[config.mk]
export PLATFORM = sky130hd
export DESIGN_NAME = t1_framer_ctrl_regs_5_6
export DESIGN_NICKNAME = d
export VERILOG_FILES = /design/src/t1_ctrl_pkg.sv /design/src/chan_monitor.sv /design/src/t1_framer_ctrl_regs_5_6.sv
export SDC_FILE = /design/constraint.sdc
export NUM_CORES = 1
export LEC_CHECK = 0
export ABC_CLOCK_PERIOD_IN_PS = 3700
export BUFFER_PORTS_ARGS = -buffer_cell sky130_fd_sc_hd__buf_2
export CORE_ASPECT_RATIO = 2
export CORE_MARGIN = 1
export CORE_UTILIZATION = 30
export DETAILED_ROUTE_END_ITERATION = 8
export PLACE_DENSITY = 0.58
export RECOVER_POWER = 50
export SLEW_MARGIN = 5
export SYNTH_ARGS = -nofsm -noshare
export SYNTH_HDL_FRONTEND = slang
export SYNTH_SLANG_ARGS = --single-unit
[constraint.sdc]
create_clock -name i_sys_clk -period 3.7 [get_ports i_sys_clk]
set_clock_uncertainty 0.15 [all_clocks]
set_input_delay 0.925 -clock i_sys_clk [delete_from_list [all_inputs] [get_ports i_sys_clk]]
set_output_delay 0.925 -clock i_sys_clk [all_outputs]
set_load 0.02 [all_outputs]
[src/t1_ctrl_pkg.sv]
`default_nettype none
package t1_ctrl_pkg;

    // parallel control port byte addresses
    localparam logic [7:0] ADDR_A_CTRL5 = 8'h19;
    localparam logic [7:0] ADDR_A_CTRL6 = 8'h1E;
    localparam logic [7:0] ADDR_B_CTRL5 = 8'hB9;

    // field positions
    localparam int BIT_ALT_CRC6 = 7;
    localparam int BIT_LOOPBACK = 6;
    localparam int BIT_ALL_ONES = 5;
    localparam int BIT_ACCUM_MODE = 6;
    localparam int BIT_MANUAL_UPD = 5;
    localparam int CHAN_MSB = 4;
    localparam int CHAN_LSB = 0;

    // reset value and writable bits of framer b ctrl5
    localparam logic [7:0] CTRL_RESET = 8'h00;
    localparam logic [7:0] B_CTRL5_MASK = 8'h9F;
    localparam logic [7:0] RDATA_UNMAPPED = 8'h00;

    // manual update settling time
    localparam int CLK_PERIOD_NS = 25;
    localparam int MANUAL_WAIT_NS = 972;
    localparam int MANUAL_WAIT_CYC =
        (MANUAL_WAIT_NS + CLK_PERIOD_NS - 1) / CLK_PERIOD_NS;
    localparam int WAIT_W = 6;

    // automatic accumulation periods, in frames, with the fast one also in ms
    localparam int ACCUM_FAST_MS = 42;
    localparam int ACCUM_FAST_FRAMES = 333;
    localparam int ACCUM_SLOW_FRAMES = 8000;
    localparam int FRAME_W = 13;

    // all-ones bit rate divider from the master clock
    localparam int AIS_DIV = 26;
    localparam int AIS_W = 5;

    typedef struct packed {
        logic valid;
        logic [4:0] chan;
        logic [7:0] data;
    } chan_byte_s;

endpackage
`default_nettype wire

[src/chan_monitor.sv]
`timescale 1ns/1ps
`default_nettype none
module chan_monitor
    import t1_ctrl_pkg::*;
(
    // clock and reset
    input wire logic i_sys_clk,
    input wire logic i_rst,
    // selection and stream
    input wire logic [4:0] i_sel,
    input wire chan_byte_s i_byte,
    // captured byte
    output logic [7:0] o_mon
);

    // holds until the selected channel comes round again
    always_ff @(posedge i_sys_clk or posedge i_rst) begin
        if (i_rst) begin
            o_mon <= CTRL_RESET;
        end else if (i_byte.valid && i_byte.chan == i_sel) begin
            o_mon <= i_byte.data;
        end
    end

endmodule // chan_monitor
`default_nettype wire

[src/t1_framer_ctrl_regs_5_6.sv]
// Functional notes
// - tx crc6 bit picks alternate transmit calculation
// - framer b has independent ctrl5 copy
// - local loopback bit enables loopback when set
// - all-ones bit forces unframed ones onto line
// - all-ones timing comes from master clock
// - tx channel field selects monitored transmit channel
// - field bit 4 msb, bit 0 lsb
// - rx crc6 bit picks alternate receive check
// - accumulation mode selects ctrl3 or manual bit
// - manual rising edge loads counters next cycle
// - ctrl3 fast bit updates every 333 frames
// - rx channel field selects monitored receive channel
`timescale 1ns/1ps
`default_nettype none
module t1_framer_ctrl_regs_5_6
    import t1_ctrl_pkg::*;
(
    // clock and reset
    input wire logic i_sys_clk,
    input wire logic i_rst,
    // parallel control port
    input wire logic [7:0] i_addr,
    input wire logic [7:0] i_wdata,
    input wire logic i_wr,
    input wire logic i_rd,
    output logic [7:0] o_rdata,
    // transmit line path, framer a
    input wire logic i_tx_pos_input_a,
    input wire logic i_tx_neg_input_a,
    output logic o_line_tx_tip,
    output logic o_line_tx_ring,
    // channel streams and monitors
    input wire chan_byte_s i_tx_byte_a,
    input wire chan_byte_s i_tx_byte_b,
    input wire chan_byte_s i_rx_byte_a,
    output logic [7:0] o_tx_channel_monitor_reg_a,
    output logic [7:0] o_tx_channel_monitor_reg_b,
    output logic [7:0] o_rx_channel_monitor_reg_a,
    // framer controls
    output logic o_tx_alt_crc6_select_a,
    output logic o_tx_alt_crc6_select_b,
    output logic o_rx_alt_crc6_select_a,
    output logic o_local_loopback_enable_a,
    // error accumulation timing
    input wire logic i_framer_a_ctrl3_fast,
    input wire logic i_rx_frame_a,
    output logic o_err_count_load_a,
    output logic o_err_count_settling_a
);

    logic [7:0] framer_a_ctrl5;
    logic [7:0] framer_a_ctrl6;
    logic [7:0] framer_b_ctrl5;
    logic manual_prev;
    logic manual_rise;
    logic [WAIT_W-1:0] wait_cnt;
    logic [FRAME_W-1:0] frame_cnt;
    logic [FRAME_W-1:0] frame_last;
    logic auto_hit;
    logic [AIS_W-1:0] ais_cnt;
    logic ais_bit_en;
    logic ais_phase;

    always_ff @(posedge i_sys_clk or posedge i_rst) begin
        if (i_rst) begin
            framer_a_ctrl5 <= CTRL_RESET;
            framer_a_ctrl6 <= CTRL_RESET;
            framer_b_ctrl5 <= CTRL_RESET;
        end else if (i_wr) begin
            if (i_addr == ADDR_A_CTRL5) begin
                framer_a_ctrl5 <= i_wdata;
            end
            if (i_addr == ADDR_A_CTRL6) begin
                framer_a_ctrl6 <= i_wdata;
            end
            // unassigned bits kept at zero whatever is written
            if (i_addr == ADDR_B_CTRL5) begin
                framer_b_ctrl5 <= i_wdata & B_CTRL5_MASK;
            end
        end
    end

    always_ff @(posedge i_sys_clk or posedge i_rst) begin
        if (i_rst) begin
            o_rdata <= RDATA_UNMAPPED;
        end else if (i_rd) begin
            case (i_addr)
                ADDR_A_CTRL5: o_rdata <= framer_a_ctrl5;
                ADDR_A_CTRL6: o_rdata <= framer_a_ctrl6;
                ADDR_B_CTRL5: o_rdata <= framer_b_ctrl5;
                default: o_rdata <= RDATA_UNMAPPED;
            endcase
        end
    end

    assign o_tx_alt_crc6_select_a = framer_a_ctrl5[BIT_ALT_CRC6];
    assign o_tx_alt_crc6_select_b = framer_b_ctrl5[BIT_ALT_CRC6];
    assign o_rx_alt_crc6_select_a = framer_a_ctrl6[BIT_ALT_CRC6];
    assign o_local_loopback_enable_a = framer_a_ctrl5[BIT_LOOPBACK];

    // all-ones bit rate from the system (master) clock, never the tx clock
    assign ais_bit_en = (ais_cnt == AIS_W'(AIS_DIV - 1));

    always_ff @(posedge i_sys_clk or posedge i_rst) begin
        if (i_rst) begin
            ais_cnt <= '0;
            ais_phase <= 1'b0;
        end else if (ais_bit_en) begin
            ais_cnt <= '0;
            ais_phase <= ~ais_phase;
        end else begin
            ais_cnt <= ais_cnt + AIS_W'(1);
        end
    end

    // bipolar ones: every bit a mark, alternating rails
    always_ff @(posedge i_sys_clk or posedge i_rst) begin
        if (i_rst) begin
            o_line_tx_tip <= 1'b0;
            o_line_tx_ring <= 1'b0;
        end else if (framer_a_ctrl5[BIT_ALL_ONES]) begin
            o_line_tx_tip <= ais_phase;
            o_line_tx_ring <= ~ais_phase;
        end else begin
            o_line_tx_tip <= i_tx_pos_input_a;
            o_line_tx_ring <= i_tx_neg_input_a;
        end
    end

    chan_monitor u_tx_mon_a (
        .i_sys_clk(i_sys_clk),
        .i_rst(i_rst),
        .i_sel(framer_a_ctrl5[CHAN_MSB:CHAN_LSB]),
        .i_byte(i_tx_byte_a),
        .o_mon(o_tx_channel_monitor_reg_a)
    );

    chan_monitor u_tx_mon_b (
        .i_sys_clk(i_sys_clk),
        .i_rst(i_rst),
        .i_sel(framer_b_ctrl5[CHAN_MSB:CHAN_LSB]),
        .i_byte(i_tx_byte_b),
        .o_mon(o_tx_channel_monitor_reg_b)
    );

    chan_monitor u_rx_mon_a (
        .i_sys_clk(i_sys_clk),
        .i_rst(i_rst),
        .i_sel(framer_a_ctrl6[CHAN_MSB:CHAN_LSB]),
        .i_byte(i_rx_byte_a),
        .o_mon(o_rx_channel_monitor_reg_a)
    );

    // edge is taken against the stored bit, so only a written 0-to-1 counts
    assign manual_rise = framer_a_ctrl6[BIT_ACCUM_MODE]
        && framer_a_ctrl6[BIT_MANUAL_UPD] && !manual_prev;

    assign frame_last = i_framer_a_ctrl3_fast
        ? FRAME_W'(ACCUM_FAST_FRAMES - 1)
        : FRAME_W'(ACCUM_SLOW_FRAMES - 1);
    assign auto_hit = !framer_a_ctrl6[BIT_ACCUM_MODE] && i_rx_frame_a
        && frame_cnt >= frame_last;

    always_ff @(posedge i_sys_clk or posedge i_rst) begin
        if (i_rst) begin
            manual_prev <= 1'b0;
        end else begin
            manual_prev <= framer_a_ctrl6[BIT_MANUAL_UPD];
        end
    end

    always_ff @(posedge i_sys_clk or posedge i_rst) begin
        if (i_rst) begin
            frame_cnt <= '0;
        end else if (framer_a_ctrl6[BIT_ACCUM_MODE] || auto_hit) begin
            frame_cnt <= '0;
        end else if (i_rx_frame_a) begin
            frame_cnt <= frame_cnt + FRAME_W'(1);
        end
    end

    always_ff @(posedge i_sys_clk or posedge i_rst) begin
        if (i_rst) begin
            o_err_count_load_a <= 1'b0;
        end else begin
            o_err_count_load_a <= manual_rise || auto_hit;
        end
    end

    // settling flag spans the least wait before counts may be read
    always_ff @(posedge i_sys_clk or posedge i_rst) begin
        if (i_rst) begin
            wait_cnt <= '0;
            o_err_count_settling_a <= 1'b0;
        end else if (manual_rise) begin
            wait_cnt <= WAIT_W'(MANUAL_WAIT_CYC);
            o_err_count_settling_a <= 1'b1;
        end else if (wait_cnt != '0) begin
            wait_cnt <= wait_cnt - WAIT_W'(1);
            o_err_count_settling_a <= (wait_cnt != WAIT_W'(1));
        end
    end
endmodule // t1_framer_ctrl_regs_5_6
`default_nettype wire

==> results_dict.tcl <==
set metrics [dict create \
    detailedRoute.firstPassIterationCount 4 \
    rr_startpoint "frame_cnt[6]$_DFFE_PP0P_" \
    net_count_reported_at_finish 528 \
    ios 106 \
    area_growth_pct 23.1 \
    worstPathMaxFanout 8 \
    clock_tree.root_cell "sky130_fd_sc_hd__clkbuf_16" \
    tns_ns 0 \
    synthesis.instances 341 \
    grt_max_degree 41 \
    setup_ws_ns 1.11 \
    run_status "finished with violations" \
    max_freq_ghz 0.386 \
    timing_worst_slew_pin_value_ns 1.75 \
    synth.lib_cells_used.distinct 55 \
    synth.yosys.warnings 0 \
    route.antenna.remaining_nets 0 \
    fillers 1325 \
    syn_area_um2 4140 \
    drc 0 \
    worst_hold_startpoint "framer_a_ctrl6[5]$_DFFE_PP0P_" \
    post_detailed_placement_half_perimeter_wirelength_um 7900 \
    rsz0062_at_grt "false" \
    grt_overflow_total 0 \
    share_of_the_yosys_chip_area_belonging_to_registers_pct 50.8 \
    count_of_hold_fix_buffers_inserted_at_cts 0 \
    final_replace_weighted_congestion 0.746 \
    vias_in_the_first_global_route 3239 \
    final-hold-violation-count 0 \
    start_kind "input pin" \
    leakagePower_nw 2.51 \
    core_area_um2 13400 \
    post_cts_gate_resize_count 0 \
    cp-end-kind "register" \
    avgSynthCellArea_um2 12.1 \
    portBuffers 105 \
    ys_async_sr_fraction_pct 100 \
    max_cap_viol_count 1 \
    required_ns 3.78 \
    drt_iter0_drc 137 \
    antenna_found_initial 1 \
    period_share_pct 70.0 \
    cts_tree "yes" \
    worst_ep_arrival_time_ns 2.67 \
    grt.total_usage_pct 14.4 \
    synth_seq_cells 84 \
    path_clk_slew_ns 0.06 \
    htree_num_levels 3 \
    crit_type "input pin to register" \
    dp_worst_setup_slack_ns 0.751 \
    route.detailed.wl_per_inst_um 16.3 \
    tritoncts.num_buffers 9 \
    fin_total_pwr_mw 2.54 \
    synth_edf_count 0 \
    violations "max-capacitance violations, max-slew violations" \
    cts.sinks 84 \
    timing.hold.worst.class "register to register" \
    chip_width_um 85.0 \
    final-setup-viol-count 0 \
    post-cts-setup-buffers 0 \
    cts_buffer_depth 2 \
    route.final.wire_length_um 9940 \
    power_per_cell_area_nw_per_um2 499 \
    ys_dominant_reg_cell "sky130_fd_sc_hd__dfrtp_1" \
    grt_first_pass_wirelength_um 15900 \
    die-area_um2 14300 \
    initial_standard_cell_utilization_of_the_core_pct 30.8 \
    maxSlewHeadroom_pct -17.6 \
    num_vias 3034 \
    timing.critical_path.from "i_framer_a_ctrl3_fast" \
    maxSlewViolCount 41 \
    worst_skew_pair.late_latency_ns 0.35 \
    chipHeight_um 168 \
    final_layout_size_suffix_gt1_share_pct 40.2 \
    syn-num-nets 421 \
    place_area_um2 4790 \
    irDropWorstVdd_v 0.000234 \
    fp-row-count 60 \
    layout.cell_area.non_filler_um2 5090 \
    final.min_clock_period_ns 2.59 \
    route.detailed.vias_per_inst 4.98 \
]
layer usage:
layer  GRT usage [%]  part of all wire (%)
met3            3.63                   4.6
met2            26.3                    56
met1            14.8                    37
met4            7.81                   3.1
met5               0                     0
path summary, 6_finish.rpt:
kind	endpoint	slack [ns]	cells after the start
min in group asynchronous	u_rx_mon_a.o_mon[6]$_DFFE_PP0P_	0.85	2
hold reg to reg	manual_prev$_DFF_PP0_	0.32	0
max in group asynchronous	o_line_tx_ring$_DFF_PP0_	1.20	3
setup reg to reg	o_err_count_load_a$_DFF_PP0_	1.53	6
setup / recovery	o_err_count_load_a$_DFF_PP0_	1.11	8
hold / removal	manual_prev$_DFF_PP0_	0.32	0
report_power, final:
part | internal, mW | leakage (nW) | switching [mW] | total [mW]
Clock | 0.535 | 0.149 | 0.394 | 0.929
Combinational | 0.213 | 1.27 | 0.279 | 0.493
Sequential | 1.04 | 1.09 | 0.0821 | 1.12
cells in the mapped netlist, drive strengths merged, types with 2 or more instances:
cell type | instances | area [µm²]
a21o | 2 | 15.0
a21oi | 6 | 30.0
a22o | 8 | 71.3
a22oi | 8 | 60.1
a31oi | 2 | 27.5
and3 | 10 | 67.6
and4b | 2 | 20.0
buf | 10 | 81.3
dfrtp | 84 | 2100
ha | 14 | 175
inv | 19 | 71.3
mux2 | 46 | 544
mux2i | 2 | 20.0
nand2 | 16 | 75.1
nand2b | 3 | 18.8
nand3 | 6 | 40.0
nand4 | 6 | 37.5
nand4b | 3 | 26.3
nor2 | 25 | 98.8
nor2b | 2 | 12.5
nor3 | 3 | 20.0
nor4 | 4 | 25.0
o2111ai | 2 | 17.5
o211ai | 2 | 15.0
o21ai | 3 | 15.0
o22ai | 6 | 37.5
o31ai | 3 | 36.3
o32ai | 2 | 17.5
or2 | 2 | 12.5
xnor2 | 12 | 105
xor2 | 16 | 140
layout by cell type, fill, tap and decap left out, types with 4 or more instances in the layout:
master	Yosys	final
sky130_fd_sc_hd__buf_2	2	101
sky130_fd_sc_hd__dfrtp_1	84	84
sky130_fd_sc_hd__mux2_2	39	39
sky130_fd_sc_hd__nor2_1	23	23
sky130_fd_sc_hd__inv_1	19	18
sky130_fd_sc_hd__xor2_1	16	16
sky130_fd_sc_hd__nand2_1	14	14
sky130_fd_sc_hd__ha_1	14	14
sky130_fd_sc_hd__xnor2_1	12	12
sky130_fd_sc_hd__and3_1	9	9
sky130_fd_sc_hd__clkbuf_16	0	9
sky130_fd_sc_hd__a22oi_1	8	8
sky130_fd_sc_hd__a22o_1	7	7
sky130_fd_sc_hd__mux2_4	7	7
sky130_fd_sc_hd__a21oi_1	6	6
sky130_fd_sc_hd__nand4_1	6	6
sky130_fd_sc_hd__o22ai_1	6	6
sky130_fd_sc_hd__nor4_1	4	4
sky130_fd_sc_hd__nand3_1	4	4
sky130_fd_sc_hd__clkbuf_1	1	4
layout make-up:
class / instances / area [µm²] / share of cell area (%)
repair buffers: 107 / 533 / 10.5
multi-input cells: 227 / 1880 / 36.9
clock buffers: 9 / 225 / 4.42
clock inverters: 7 / 83.8 / 1.65
diodes: 1 / 2.50 / 0.0491
inverters: 19 / 72.6 / 1.43
flip-flops and latches: 84 / 2100 / 41.3
well taps: 155 / 194 / 3.81
state kept, by name, summed over array words and instances, names as in the netlist, 5 cells and up:
| name | cells |
|---|---|
| o_rdata | 8 |
| framer_a_ctrl5 | 8 |
| u_tx_mon_b.o_mon | 8 |
| ais_cnt | 5 |
| framer_b_ctrl5 | 6 |
| u_tx_mon_a.o_mon | 8 |
| frame_cnt | 13 |
| framer_a_ctrl6 | 8 |
| u_rx_mon_a.o_mon | 8 |
| wait_cnt | 6 |
cell families (layout without fill, tap and decap cells):
group / after synthesis / after routing / share of synthesized area (%)
AND/OR/NAND/NOR: 88 / 88 / 12.2
flip-flops: 84 / 84 / 50.8
AO/OA/AOI/OAI: 49 / 49 / 9.47
multiplexers: 48 / 48 / 13.6
buffers and inverters: 30 / 142 / 3.78
XOR/XNOR: 28 / 28 / 5.93
adder cells (fa/ha/maj): 14 / 14 / 4.23
other: 0 / 1 / 0
metrics by stage:
step	utilization, %	instances	hold slack [ns]
2_1_floorplan	-	341	0.244
3_3_place_gp	35.6	592	0.299
3_5_place_dp	35.6	592	0.306
4_1_cts	37.9	608	0.319
5_1_grt	37.9	609	0.343
6_report	37.9	609	0.322
critical path: stages:
cell	delay (ns)
sky130_fd_sc_hd__buf_2	0.17
sky130_fd_sc_hd__inv_1	0.09
sky130_fd_sc_hd__ha_1	0.34
sky130_fd_sc_hd__a211oi_1	0.21
sky130_fd_sc_hd__o21ai_1	0.11
sky130_fd_sc_hd__a32oi_2	0.47
sky130_fd_sc_hd__nand2_1	0.10
sky130_fd_sc_hd__a31o_2	0.26
Note: power is estimated with default switching activity, not from simulation.
